$ cat src/psv_pkg.sv
// Constants and types shared by the program-space data access block.
// Assumes a 100 MHz instruction clock and a 24-bit program memory word.
package psv_pkg;

  // ------------------------------------------------------------
  // Register port map
  // ------------------------------------------------------------
  localparam logic [3:0]  OFS_TABLE_PAGE  = 4'h0;   // Table page register
  localparam logic [3:0]  OFS_VIS_PAGE    = 4'h1;   // Visibility page register
  localparam logic [3:0]  OFS_CORE_CTRL   = 4'h2;   // Core control register
  localparam logic [3:0]  OFS_STATUS      = 4'h3;   // Block status, read only
  localparam int          VIS_ENABLE_BIT  = 2;      // Visibility enable in core control
  localparam int          CFG_SPACE_BIT   = 7;      // Config space select in table page
  localparam logic [7:0]  RST_TABLE_PAGE  = 8'h00;
  localparam logic [7:0]  RST_VIS_PAGE    = 8'h00;
  localparam logic [15:0] RST_CORE_CTRL   = 16'h0000;

  // ------------------------------------------------------------
  // Self-programming granularity, in instructions
  // ------------------------------------------------------------
  localparam int          ROW_INSTR       = 64;     // 192 bytes
  localparam int          PAGE_INSTR      = 512;    // 1536 bytes
  localparam int          ADDR_PER_INSTR  = 2;      // Program address step per word
  localparam int          ROW_ADDR_BITS   = $clog2(ROW_INSTR * ADDR_PER_INSTR);
  localparam int          PAGE_ADDR_BITS  = $clog2(PAGE_INSTR * ADDR_PER_INSTR);

  // ------------------------------------------------------------
  // Extra stall cycles for visibility reads
  // ------------------------------------------------------------
  localparam logic [1:0]  EXTRA_MOVE      = 2'h1;   // Move or double move
  localparam logic [1:0]  EXTRA_OTHER     = 2'h2;   // Any other instruction
  localparam logic [1:0]  EXTRA_REP_EDGE  = 2'h2;   // Repeat loop edge iterations
  localparam logic [1:0]  EXTRA_REP_MID   = 2'h0;   // Repeat loop middle iterations

  // Access commands from the core
  typedef enum logic [2:0] {
    CMD_TABLE_READ_LOW,
    CMD_TABLE_READ_HIGH,
    CMD_TABLE_WRITE_LOW,
    CMD_TABLE_WRITE_HIGH,
    CMD_DATA_READ
  } cmd_t;

endpackage

$ cat src/prog_addr_gen.sv
// Program address former for table and visibility accesses.
// Purely combinational; inputs come from the same clock domain.
`timescale 1ns/1ps
`default_nettype none
module prog_addr_gen (
  input  wire logic [15:0] effective_address_in,  // Data effective address
  input  wire logic [7:0]  table_page_in,         // Table page value
  input  wire logic [7:0]  vis_page_in,           // Visibility page value
  input  wire logic        vis_enable_in,         // Visibility enable bit
  input  wire logic        table_busy_in,         // Table operation in progress
  input  wire logic        is_table_in,           // Access is a table operation
  output logic      [23:0] prog_addr_out,         // Formed program address
  output logic             config_space_out,      // Table access hits config space
  output logic             redirect_out,          // Data access goes to program memory
  output logic      [23:0] row_base_out,          // Base of enclosing write row
  output logic      [23:0] page_base_out          // Base of enclosing erase page
);
  import psv_pkg::*;

  // ------------------------------------------------------------
  // Address forming
  // ------------------------------------------------------------
  wire logic [23:0] table_addr;
  wire logic [23:0] vis_addr;

  // Page above the effective address
  assign table_addr       = {table_page_in, effective_address_in};
  // Page over low 15 bits, always user memory
  assign vis_addr         = {1'b0, vis_page_in, effective_address_in[14:0]};
  assign prog_addr_out    = is_table_in ? table_addr : vis_addr;
  assign config_space_out = is_table_in & table_page_in[CFG_SPACE_BIT];
  // Upper half of data space, only when no table op runs
  assign redirect_out     = effective_address_in[15] & vis_enable_in
                            & ~table_busy_in;

  // Row and page alignment for self-programming
  assign row_base_out  = {table_addr[23:ROW_ADDR_BITS], {ROW_ADDR_BITS{1'b0}}};
  assign page_base_out = {table_addr[23:PAGE_ADDR_BITS], {PAGE_ADDR_BITS{1'b0}}};

endmodule
`default_nettype wire

$ cat src/psv_access.sv
// Program-space data access: table reads/writes and visibility reads.
// Assumes program memory returns read data the cycle after its read strobe,
// and that core requests arrive on the same clock as single-cycle pulses.
`timescale 1ns/1ps
`default_nettype none
// How it works
// - Word low-table read returns program bits 15..0 whole.
// - Byte low-table read picks upper byte when select is 1, else lower.
// - Word high-table read returns bits 23..16 low, upper data byte zero.
// - Byte high-table read gives bits 23..16 when select low, zero when high.
// - Table page bit 7 picks user memory (0) or configuration space (1).
// - Table address is table page above the 16-bit effective address.
// - Program address steps by two per word, matching data addresses.
// - Redirect only when address top bit and visibility enable are both set.
// - Visibility address is page above the low 15 address bits.
// - Data addresses from 8000h upward map into program memory.
// - Visibility accesses always target user memory, bit 23 zero.
// - Visibility read returns only the low 16 program bits.
// - Visibility reads stall one extra cycle for a second fetch.
// - Visibility is disabled while a table read or write runs.
// - Outside repeat: move adds one cycle, other instructions add two.
// - In repeat: edge iterations add two cycles, others run single cycle.
// - Self-programming writes words or 64-instruction rows, erases 512-instruction pages.
module psv_access (
  input  wire logic        sys_clk_in,          // 100 MHz instruction clock
  input  wire logic        nrst_in,             // Asynchronous reset, active low
  // Register port
  input  wire logic [3:0]  reg_addr_in,         // Register address
  input  wire logic [15:0] reg_wdata_in,        // Register write data
  input  wire logic        reg_wr_in,           // Write strobe
  input  wire logic        reg_rd_in,           // Read strobe
  output logic      [15:0] reg_rdata_out,       // Read data, cycle after strobe
  // Core access port
  input  wire logic        req_in,              // Access request pulse
  input  wire psv_pkg::cmd_t cmd_in,            // Access command
  input  wire logic        byte_mode_in,        // Byte rather than word access
  input  wire logic [15:0] effective_address_in, // Data effective address
  input  wire logic [15:0] wdata_in,            // Table write data
  input  wire logic        is_move_in,          // Move or double move instruction
  input  wire logic        in_repeat_in,        // Executing inside a repeat loop
  input  wire logic        repeat_edge_in,      // First/last/interrupt exit/re-entry
  output logic             redirect_out,        // Data access maps to program space
  output logic             stall_out,           // Core must wait
  output logic             done_out,            // Access complete pulse
  output logic      [15:0] rdata_out,           // Read data to core
  output logic      [23:0] row_base_out,        // Row base of table address
  output logic      [23:0] page_base_out,       // Page base of table address
  // Program memory port
  output logic      [23:0] pm_addr_out,         // Program address
  output logic             pm_rd_out,           // Program memory read strobe
  input  wire logic [23:0] pm_rdata_in,         // Program word, cycle after strobe
  output logic             pm_wr_out,           // Program latch write strobe
  output logic      [23:0] pm_wdata_out,        // Program write data
  output logic      [2:0]  pm_byte_en_out       // Byte lanes: upper, high, low
);
  import psv_pkg::*;

  typedef enum logic [2:0] {ST_IDLE, ST_FETCH, ST_FETCH2, ST_CAPTURE, ST_EXTRA, ST_WRITE}
    state_t;

  // ------------------------------------------------------------
  // Read data formatting
  // ------------------------------------------------------------
  function automatic logic [15:0] format_read(input cmd_t c, input logic bm,
                                              input logic bsel, input logic [23:0] w);
    logic [15:0] r;
    r = 16'h0000;
    if (c == CMD_TABLE_READ_LOW) begin
      if (!bm) r = w[15:0];
      else r = {8'h00, bsel ? w[15:8] : w[7:0]};
    end else if (c == CMD_TABLE_READ_HIGH) begin
      if (!bm) r = {8'h00, w[23:16]};
      else r = bsel ? 16'h0000 : {8'h00, w[23:16]};
    end else begin
      r = w[15:0];
    end
    return r;
  endfunction

  // ------------------------------------------------------------
  // Reset release
  // ------------------------------------------------------------
  logic rst_meta;
  logic rst_n;
  // Two-stage release of the reset
  always_ff @(posedge sys_clk_in or negedge nrst_in) begin
    if (!nrst_in) begin
      rst_meta <= 1'b0;
      rst_n    <= 1'b0;
    end else begin
      rst_meta <= 1'b1;
      rst_n    <= rst_meta;
    end
  end

  // ------------------------------------------------------------
  // Registers
  // ------------------------------------------------------------
  logic [7:0]  table_page_reg;
  logic [7:0]  visibility_page_reg;
  logic        visibility_enable;
  logic [15:0] next_rdata;
  logic        last_config;
  state_t      state;
  state_t      next_state;

  wire logic [15:0] core_control_reg;
  wire logic [15:0] status_word;
  assign core_control_reg = {13'h0000, visibility_enable, 2'h0};
  assign status_word      = {8'h00, last_config, 4'h0, 3'(state)};

  // Read decode
  always_comb begin
    if (reg_addr_in == OFS_TABLE_PAGE) next_rdata = {8'h00, table_page_reg};
    else if (reg_addr_in == OFS_VIS_PAGE) next_rdata = {8'h00, visibility_page_reg};
    else if (reg_addr_in == OFS_CORE_CTRL) next_rdata = core_control_reg;
    else if (reg_addr_in == OFS_STATUS) next_rdata = status_word;
    else next_rdata = 16'h0000;
  end

  // Register writes and read data
  always_ff @(posedge sys_clk_in or negedge rst_n) begin
    if (!rst_n) begin
      table_page_reg      <= RST_TABLE_PAGE;
      visibility_page_reg <= RST_VIS_PAGE;
      visibility_enable   <= RST_CORE_CTRL[VIS_ENABLE_BIT];
      reg_rdata_out       <= 16'h0000;
    end else begin
      if (reg_wr_in && reg_addr_in == OFS_TABLE_PAGE) table_page_reg <= reg_wdata_in[7:0];
      if (reg_wr_in && reg_addr_in == OFS_VIS_PAGE) visibility_page_reg <= reg_wdata_in[7:0];
      if (reg_wr_in && reg_addr_in == OFS_CORE_CTRL) begin
        visibility_enable <= reg_wdata_in[VIS_ENABLE_BIT];
      end
      reg_rdata_out <= reg_rd_in ? next_rdata : 16'h0000;
    end
  end

  // ------------------------------------------------------------
  // Address forming
  // ------------------------------------------------------------
  logic [15:0] ea_q;
  cmd_t        cmd_q;
  logic        bm_q;
  logic [15:0] wd_q;
  logic [1:0]  extra_cnt;
  logic [1:0]  next_extra;

  wire logic        idle;
  wire logic        table_busy;
  wire logic        is_table;
  wire logic [15:0] ea_sel;
  wire logic [23:0] form_addr;
  wire logic        form_config;
  wire logic        form_redirect;

  assign idle       = (state == ST_IDLE);
  assign table_busy = ~idle & (cmd_q != CMD_DATA_READ);
  assign ea_sel     = idle ? effective_address_in : ea_q;
  assign is_table   = idle ? (cmd_in != CMD_DATA_READ) : (cmd_q != CMD_DATA_READ);

  prog_addr_gen u_addr (
    .effective_address_in (ea_sel),
    .table_page_in        (table_page_reg),
    .vis_page_in          (visibility_page_reg),
    .vis_enable_in        (visibility_enable),
    .table_busy_in        (table_busy),
    .is_table_in          (is_table),
    .prog_addr_out        (form_addr),
    .config_space_out     (form_config),
    .redirect_out         (form_redirect),
    .row_base_out         (row_base_out),
    .page_base_out        (page_base_out)
  );

  // A data access is taken only when it is redirected
  wire logic take_req;
  assign take_req     = idle & req_in & ((cmd_in != CMD_DATA_READ) | form_redirect);
  assign redirect_out = form_redirect & ~is_table;

  // Extra cycles per instruction class
  assign next_extra = ~in_repeat_in ? (is_move_in ? EXTRA_MOVE : EXTRA_OTHER)
                    : (repeat_edge_in ? EXTRA_REP_EDGE : EXTRA_REP_MID);

  // ------------------------------------------------------------
  // Sequencer
  // ------------------------------------------------------------
  always_comb begin
    next_state = state;
    case (state)
      ST_IDLE: begin
        if (take_req) begin
          if (cmd_in == CMD_TABLE_WRITE_LOW || cmd_in == CMD_TABLE_WRITE_HIGH) begin
            next_state = ST_WRITE;
          end else begin
            next_state = ST_FETCH;
          end
        end
      end
      ST_FETCH:   next_state = (cmd_q == CMD_DATA_READ) ? ST_FETCH2 : ST_CAPTURE;
      ST_FETCH2:  next_state = ST_CAPTURE;
      ST_CAPTURE: next_state = (cmd_q == CMD_DATA_READ && extra_cnt != 2'h0) ? ST_EXTRA
                               : ST_IDLE;
      ST_EXTRA:   next_state = (extra_cnt == 2'h1) ? ST_IDLE : ST_EXTRA;
      ST_WRITE:   next_state = ST_IDLE;
      default:    next_state = ST_IDLE;
    endcase
  end

  // State, request capture and extra-cycle count
  always_ff @(posedge sys_clk_in or negedge rst_n) begin
    if (!rst_n) begin
      state       <= ST_IDLE;
      ea_q        <= 16'h0000;
      cmd_q       <= CMD_TABLE_READ_LOW;
      bm_q        <= 1'b0;
      wd_q        <= 16'h0000;
      extra_cnt   <= 2'h0;
      last_config <= 1'b0;
    end else begin
      state <= next_state;
      if (take_req) begin
        ea_q        <= effective_address_in;
        cmd_q       <= cmd_in;
        bm_q        <= byte_mode_in;
        wd_q        <= wdata_in;
        extra_cnt   <= next_extra;
        last_config <= form_config;
      end else if (state == ST_EXTRA) begin
        extra_cnt <= extra_cnt - 2'h1;
      end
    end
  end

  // Read data and completion
  always_ff @(posedge sys_clk_in or negedge rst_n) begin
    if (!rst_n) begin
      rdata_out <= 16'h0000;
    end else if (state == ST_CAPTURE) begin
      rdata_out <= format_read(cmd_q, bm_q, ea_q[0], pm_rdata_in);
    end
  end

  assign done_out  = (next_state == ST_IDLE) & ~idle;
  assign stall_out = ~idle;

  // ------------------------------------------------------------
  // Program memory drive
  // ------------------------------------------------------------
  wire logic hi_wr;
  assign hi_wr          = (cmd_q == CMD_TABLE_WRITE_HIGH);
  assign pm_addr_out    = form_addr;
  assign pm_rd_out      = (state == ST_FETCH) | (state == ST_FETCH2);
  assign pm_wr_out      = (state == ST_WRITE);
  assign pm_wdata_out   = hi_wr ? {wd_q[7:0], 16'h0000}
                        : (bm_q ? {8'h00, wd_q[7:0], wd_q[7:0]} : {8'h00, wd_q});
  assign pm_byte_en_out = hi_wr ? 3'h4 : (bm_q ? (ea_q[0] ? 3'h2 : 3'h1) : 3'h3);
endmodule
`default_nettype wire

$ cat config.mk
export PLATFORM = sky130hd
export DESIGN_NAME = psv_access
export DESIGN_NICKNAME = d
export VERILOG_FILES = /design/src/psv_pkg.sv /design/src/prog_addr_gen.sv /design/src/psv_access.sv
export SDC_FILE = /design/constraint.sdc
export NUM_CORES = 1
export LEC_CHECK = 0
export ABC_CLOCK_PERIOD_IN_PS = 3590
export BUFFER_PORTS_ARGS = -buffer_cell sky130_fd_sc_hd__buf_2
export CAP_MARGIN = 20
export CORE_MARGIN = 2
export CORE_UTILIZATION = 35
export CTS_BUF_LIST = sky130_fd_sc_hd__clkbuf_4
export DETAILED_ROUTE_END_ITERATION = 10
export GPL_TIMING_DRIVEN = 1
export PLACE_DENSITY = 0.74
export SLEW_MARGIN = 0
export SYNTH_ARGS = -nofsm -noshare
export SYNTH_HDL_FRONTEND = slang
export SYNTH_SLANG_ARGS = --single-unit
$ cat constraint.sdc
create_clock -name sys_clk_in -period 3.59 [get_ports sys_clk_in]
set_input_delay 0.1795 -clock sys_clk_in [delete_from_list [all_inputs] [get_ports sys_clk_in]]
set_output_delay 0.1795 -clock sys_clk_in [all_outputs]
set_load 0.005 [all_outputs]
After elaboration in Yosys (flattened, before gate mapping)
Index checks and enable logic that the tools add are counted.

word-level totals
  flip-flop bits (word level) = 93
  input port bits = 88
  output and inout port bits = 136
  logic and storage cells = 85

cells by class
  add/sub/neg operators = 1
  eq/ne operators = 16
  multiplexer cells = 30
  bitwise operators = 13
  reductions and logical operators = 11

operators by type and width
  cell                                                                   number
  16-bit 2-to-1 mux                                                      6
  8-bit 2-to-1 mux                                                       7
  24-bit 2-to-1 mux                                                      2
  3-bit by 2-bit equality test with 1-bit output, second input constant  5
  3-bit 2-to-1 mux                                                       5
  3-bit one-hot mux with 5 select lines                                  1
  2-bit 2-to-1 mux                                                       7
  3-bit equality test, second input constant                             3
  3-bit logical NOT                                                      3
  1-bit bitwise AND                                                      8
  4-bit by 2-bit equality test with 1-bit output, second input constant  2
  3-bit by 1-bit equality test with 1-bit output, second input constant  2
  3-bit inequality test, second input constant                           2
  4-bit by 1-bit equality test with 1-bit output, second input constant  1
  1-bit logical AND                                                      4
  4-bit logical NOT                                                      1
  2-bit nonzero test                                                     2
  1-bit NOT                                                              3
  2-bit by 1-bit equality test with 1-bit output, second input constant  1
  1-bit 2-to-1 mux                                                       2
  1-bit bitwise OR                                                       2
  2-bit by 1-bit subtractor with 2-bit output, second input constant     1
  1-bit logical OR                                                       1

Longest topological paths before layout
  depth after elaboration = 11
  gate-level depth with buffers = 7
  depth with buffers taken out = 5

By module
From an unflattened synthesis, not the netlist that was laid out.

unflattened totals
  cells, all modules = 428
  area, all modules = 4903.5 um^2

modules (own cells, without submodules)
  module         instances  cells an instance  area each (um^2)  seq. area each (um^2)
  psv_access     1          352                4271.6            2127.0
  prog_addr_gen  1          76                 631.9             0.0

Worst setup path before layout
No wires, ideal clock.

  path type = reg-to-reg
  from = register state[2]
  to = register cmd_q[1]
  setup time = 0.127 ns
  arrival = 1.718 ns
  data required time = 3.463 ns
  slack = 1.744 ns
  stages on the path, launching flop included = 7
  path buffers = 2
  period minus slack after synthesis = 1.846 ns
  cells stage by stage = dfrtp_1 -> buf_2 -> nor3_4 -> inv_2 -> a211oi_4 -> buf_6 -> mux2_1

between the ends
  cells in the longest elaborated chain, start to end = 7
  elaborated cells between the ends (all ways) = 10
  those cells by class = mux (1); bitwise (8); reduce/logical (1)

ends and longest elaborated chain
  element                 line                 text
  start, declared         psv_access.sv:104    state_t state;
  start signal, assigned  psv_access.sv:220    state <= next_state;
  3-bit logical NOT (*)   psv_access.sv:156    assign idle = (state == ST_IDLE);
  1-bit NOT               psv_access.sv:157    assign table_busy = ~idle & (cmd_q != CMD_DATA_READ);
  1-bit bitwise AND       psv_access.sv:157
  1-bit NOT               prog_addr_gen.sv:34  & ~table_busy_in;
  1-bit bitwise AND       prog_addr_gen.sv:34
  1-bit bitwise OR        psv_access.sv:177    assign take_req = idle & req_in & ((cmd_in != CMD_DATA_READ) | form_redirect);
  1-bit bitwise AND (*)   psv_access.sv:177
  end signal, assigned    psv_access.sv:223    cmd_q <= cmd_in;
  end, declared           psv_access.sv:142    cmd_t cmd_q;

Mark *: on every way between the ends. The rest lies on a longest branch, timed or not.
A chain may end at the register's enable or synchronous reset.

Worst setup path after layout
  from = register state[2]
  to = output port pm_addr_out[17]

between the ends
  cells in the longest elaborated chain, start to end = 3

ends and longest elaborated chain
  element            line                 text
  3-bit logical NOT  psv_access.sv:156
  1-bit 2-to-1 mux   psv_access.sv:159    assign is_table = idle ? (cmd_in != CMD_DATA_READ) : (cmd_q != CMD_DATA_READ);
  24-bit 2-to-1 mux  prog_addr_gen.sv:30  assign prog_addr_out = is_table_in ? table_addr : vis_addr;
  end, declared      psv_access.sv:49     output logic [23:0] pm_addr_out,

No other way between the ends.

==> results.txt <==
* Final net count: 762
* Adder-cell share of the synthesized area: 0.542%
- The flow ran to the end, and the final reports show no timing, DRC or antenna violations.
- Worst-margin pin slew: 0.800 ns
- Worst min-delay path category: in2reg
- Fraction of post-synthesis cell area in the top cell type by area: a little under half
* Cell area after layout: ~6300 sq um
- The synthesized design contains 0 enable-type register cells.
- Peak VDD IR: 0.383 mV
* Number of DRC violations after detailed-routing iteration 0: 166
- Kind of critical path: reg2out
* Core area: 12,700 sq um
* CTS Hold Bufs: 67
* Main combinational cell family by area after synthesis: multiplexers
- Summing the areas of all compound-gate instances in the mapped netlist gives around 9% of the synthesized area.
- Clock transition at the registers of the reported paths: 0.15 ns
- Setup repair after global routing left no endpoint under its margin.
* Starting density of the core: 36.3%
* R2r worst-path depth: 8
* # clock sinks: 85
* Critical path fanouts, max: 24
- Distinct cell type count after synthesis: 50
- Clock tree root buffer cell: clkbuf_4
- WL/cell: 15.0 um
* Commonest register cell after synthesis: dfrtp_1
- Fill cell count: 1,154
- After synthesis, the cell types taking the most area are dfrtp_1 46%, buf_4 8.0%, mux2_1 7.3%, mux2_2 6.8%, nand2_1 5.4%.
- Among all cell types in the netlist, the one instantiated most often is dfrtp_1.
- Biggest registers after layout: ea_q: 16 flops, rdata_out: 16 flops, wd_q: 16 flops
- Required time at the worst-slack endpoint: 3.41 ns
- Setup total negative slack on the finished layout was measured at 0 ns.
- Once detail routing completed, the nets flagged for antenna violations numbered 0.
* DIE AREA: between 10,000 and 15,000 sq um
* Area delta synth->final: 35.9%
* Origin of the worst min-delay path: repeat_edge_in
- Post-synthesis async set-or-reset flop share: 100%
- After detailed routing, the total wire length is 12,800 um.
- During I/O placement, the number of pins put on the boundary was 224.
* Top cells by instance count after synthesis: 85 x dfrtp_1, 66 x nand2_1, 49 x buf_4
- Global router's overall resource usage: between 15 and 20%
- Entering global routing, the biggest net connects 52 pins.
* TritonCTS Buffers: 9
* Startpoint type of the worst setup path: flop
* Post-DP HPWL: 8710 um
- The H-tree generated during clock tree synthesis spans 3 levels.
- Cell taking the most area after synthesis: dfrtp_1
- The congestion estimate from routability-driven global placement came to 0.882.
- For hold timing, the worst endpoint is extra_cnt[1]$_DFFE_PN0P_.
- The number of pins with negative max-slew slack in the final report is 0.
* Reg2reg setup slack: roughly 0.86 ns
* Die span in y: 119 um
- After synthesis the netlist holds a flip-flop and latch count of 85.
- First drt pass iteration count: 4
- Clock skew on the completed layout was measured at 0.0206 ns.
- Data on the critical path arrives at its endpoint at around 2.6 ns.
* YS warnings: 0
- Kind of end point of the critical path: output port
- Worst flop-to-flop path startpoint: state[2]$_DFF_PN0_
- Placement Cell Area: 5440 sq um
- Number of global-route vias before repair: slightly above 4,000
* Total power divided by cell area: 728 nW/um^2
* Hold Violations, Final: 0
* Cell depth of the worst min-delay path: 5
- TritonCTS built the clock tree.
- After Yosys synthesis, XOR and XNOR cells account for 0.380% of the synthesized area.
- The floorplan has 41 rows.
- Maximum operating frequency: between 300 and 400 MHz
* Die X: 119 um
- End of the worst register-to-register path: extra_cnt[0]$_DFFE_PN0P_
- Of the total synthesized cell area, the portion taken by AND, OR, NAND and NOR gates is 15.2%.
- Each instance of the synthesized netlist takes up on average 10.4 sq um.
* Layout cell share with drive strength beyond 1: between 30 and 40%
* Buffers inserted by post-CTS timing repair: 0
* Total grt overflow: 0
* Maxcap violations: 0
* Post-Syn Instances: 445
- DR DRC count: 0
- The first global-routing pass estimated 20,100 um of wire.
* Total leakage power: 3.16 nW
* Post-route clock period utilization: 77.5%
- Tmin final: 2.78 ns
* Count of endpoints failing setup in the final report: 0
- Initial antenna violation count: 1
- At the later pin of the worst-skew pair, clock insertion delay measures 0.48 ns.
* Input/output buffers: 190
- The portion of synthesized area spent on multiplexers is 17.5%.
* Total standard cell area after synthesis: 4610 sq um
- Average via count per standard cell: ~4.8
* Worst slew slack as a fraction of its limit: 46.7%
- Number of buffers between clock root and the deepest sink: 2
- Once the clock tree was built, the resizer swapped 0 gates to a different size.
* Sequential element share of the synthesized area: 46.1%
- Total vias in the final route: just over 4,000
metrics by stage:
stage               hold slack, ns  util [%]  total power [mW]  cells  setup slack [ns]
detailed placement         -0.0329      42.8              3.84    766              1.23
CTS                       0.000374      49.3              4.58    849             0.775
floorplan                   -0.116         -              3.10    469              1.05
finish                      0.0371      49.3              4.57    851             0.807
global placement           -0.0345      42.8              3.76    766              1.32
global route                0.0350      49.3              4.91    850             0.688
how the worst max path moves through the flow:
| stage | from | to | cells after the start |
|---|---|---|---|
| after global routing | state[2]$_DFF_PN0_ | pm_addr_out[17] | 6 |
| after CTS | state[2]$_DFF_PN0_ | pm_addr_out[17] | 6 |
| after global placement | state[0]$_DFF_PN0_ | wd_q[15]$_DFFE_PN0P_ | 6 |
| after floorplan | rst_n$_DFF_PN0_ | bm_q$_DFFE_PN0P_ | 0 |
| final | state[2]$_DFF_PN0_ | pm_addr_out[17] | 6 |
| after detailed placement | state[0]$_DFF_PN0_ | wd_q[11]$_DFFE_PN0P_ | 6 |
metal layers:
| layer | vias to the layer above | global-route usage (%) | wire length, um |
|---|---|---|---|
| met5 | - | 0 | 0 |
| li1 | 1917 | - | - |
| met2 | 176 | 31.8 | 6540 |
| met1 | 1978 | 20.8 | 5280 |
| met4 | 0 | 9.08 | 297 |
| met3 | 21 | 3.07 | 670 |
cells by family after synthesis:
family	Yosys count
buffers and inverters	80
flip-flops	85
AO/OA/AOI/OAI	59
multiplexers	72
other	2
AND/OR/NAND/NOR	143
XOR/XNOR	2
adder cells (fa/ha/maj)	2
worst max-delay path, stage by stage (launching register included):
cell and delay (ns):
dfrtp_1 0.53, nor3_4 0.21, buf_4 0.30, nor2_1 0.13, a21oi_2 0.41, mux2_2 0.41, buf_2 0.13
cell type report:
| class | count | area (sq um) | share of cell area (%) |
|---|---|---|---|
| timing repair buffer | 263 | 1670 | 26.6 |
| antenna | 2 | 5.00 | 0.0798 |
| inverter | 9 | 33.8 | 0.539 |
| clock buffer | 9 | 67.6 | 1.08 |
| clock inverter | 7 | 90.1 | 1.44 |
| sequential | 85 | 2130 | 34.0 |
| multi-input combinational | 304 | 2060 | 32.9 |
| tap | 172 | 215 | 3.43 |
power by group:
group	total (mW)	internal [mW]	switching (mW)
combinational	2.24	1.14	1.10
clock	0.629	0.279	0.351
sequential	1.70	1.33	0.371
total	4.57	2.75	1.82
layout by cell type (no fill, tap or decap), types with 2 or more instances in the layout:
cell type      synthesis  layout
a211oi_1               4       4
a21oi_1               10      10
a22o_1                 8       8
a22oi_1                3       3
a31oi_1                3       3
a32oi_1                2       2
and2_1                10      10
and3_1                 5       5
buf_2                  4     190
buf_4                 49       6
bufinv_16              0       2
clkbuf_4               0       9
clkinv_2               0       2
conb_1                 2      26
dfrtp_1               85      84
diode_2                0       2
dlygate4sd3_1          0      67
ha_1                   2       2
inv_1                  8       8
mux2_1                30      30
mux2_2                28      28
mux2i_1               13      13
nand2_1               66      66
nand3_1                5       5
nand3b_1               3       3
nand4b_1               4       4
nor2_1                23      23
nor2b_1               10      10
nor3_1                 5       5
nor3b_2                1       2
o211ai_1               2       2
o21ai_0               14      14
o22ai_1                3       3
o41ai_1                4       4
or3b_2                 2       2
xnor2_1                2       2
No activity file was read; power rests on OpenSTA's default activity.
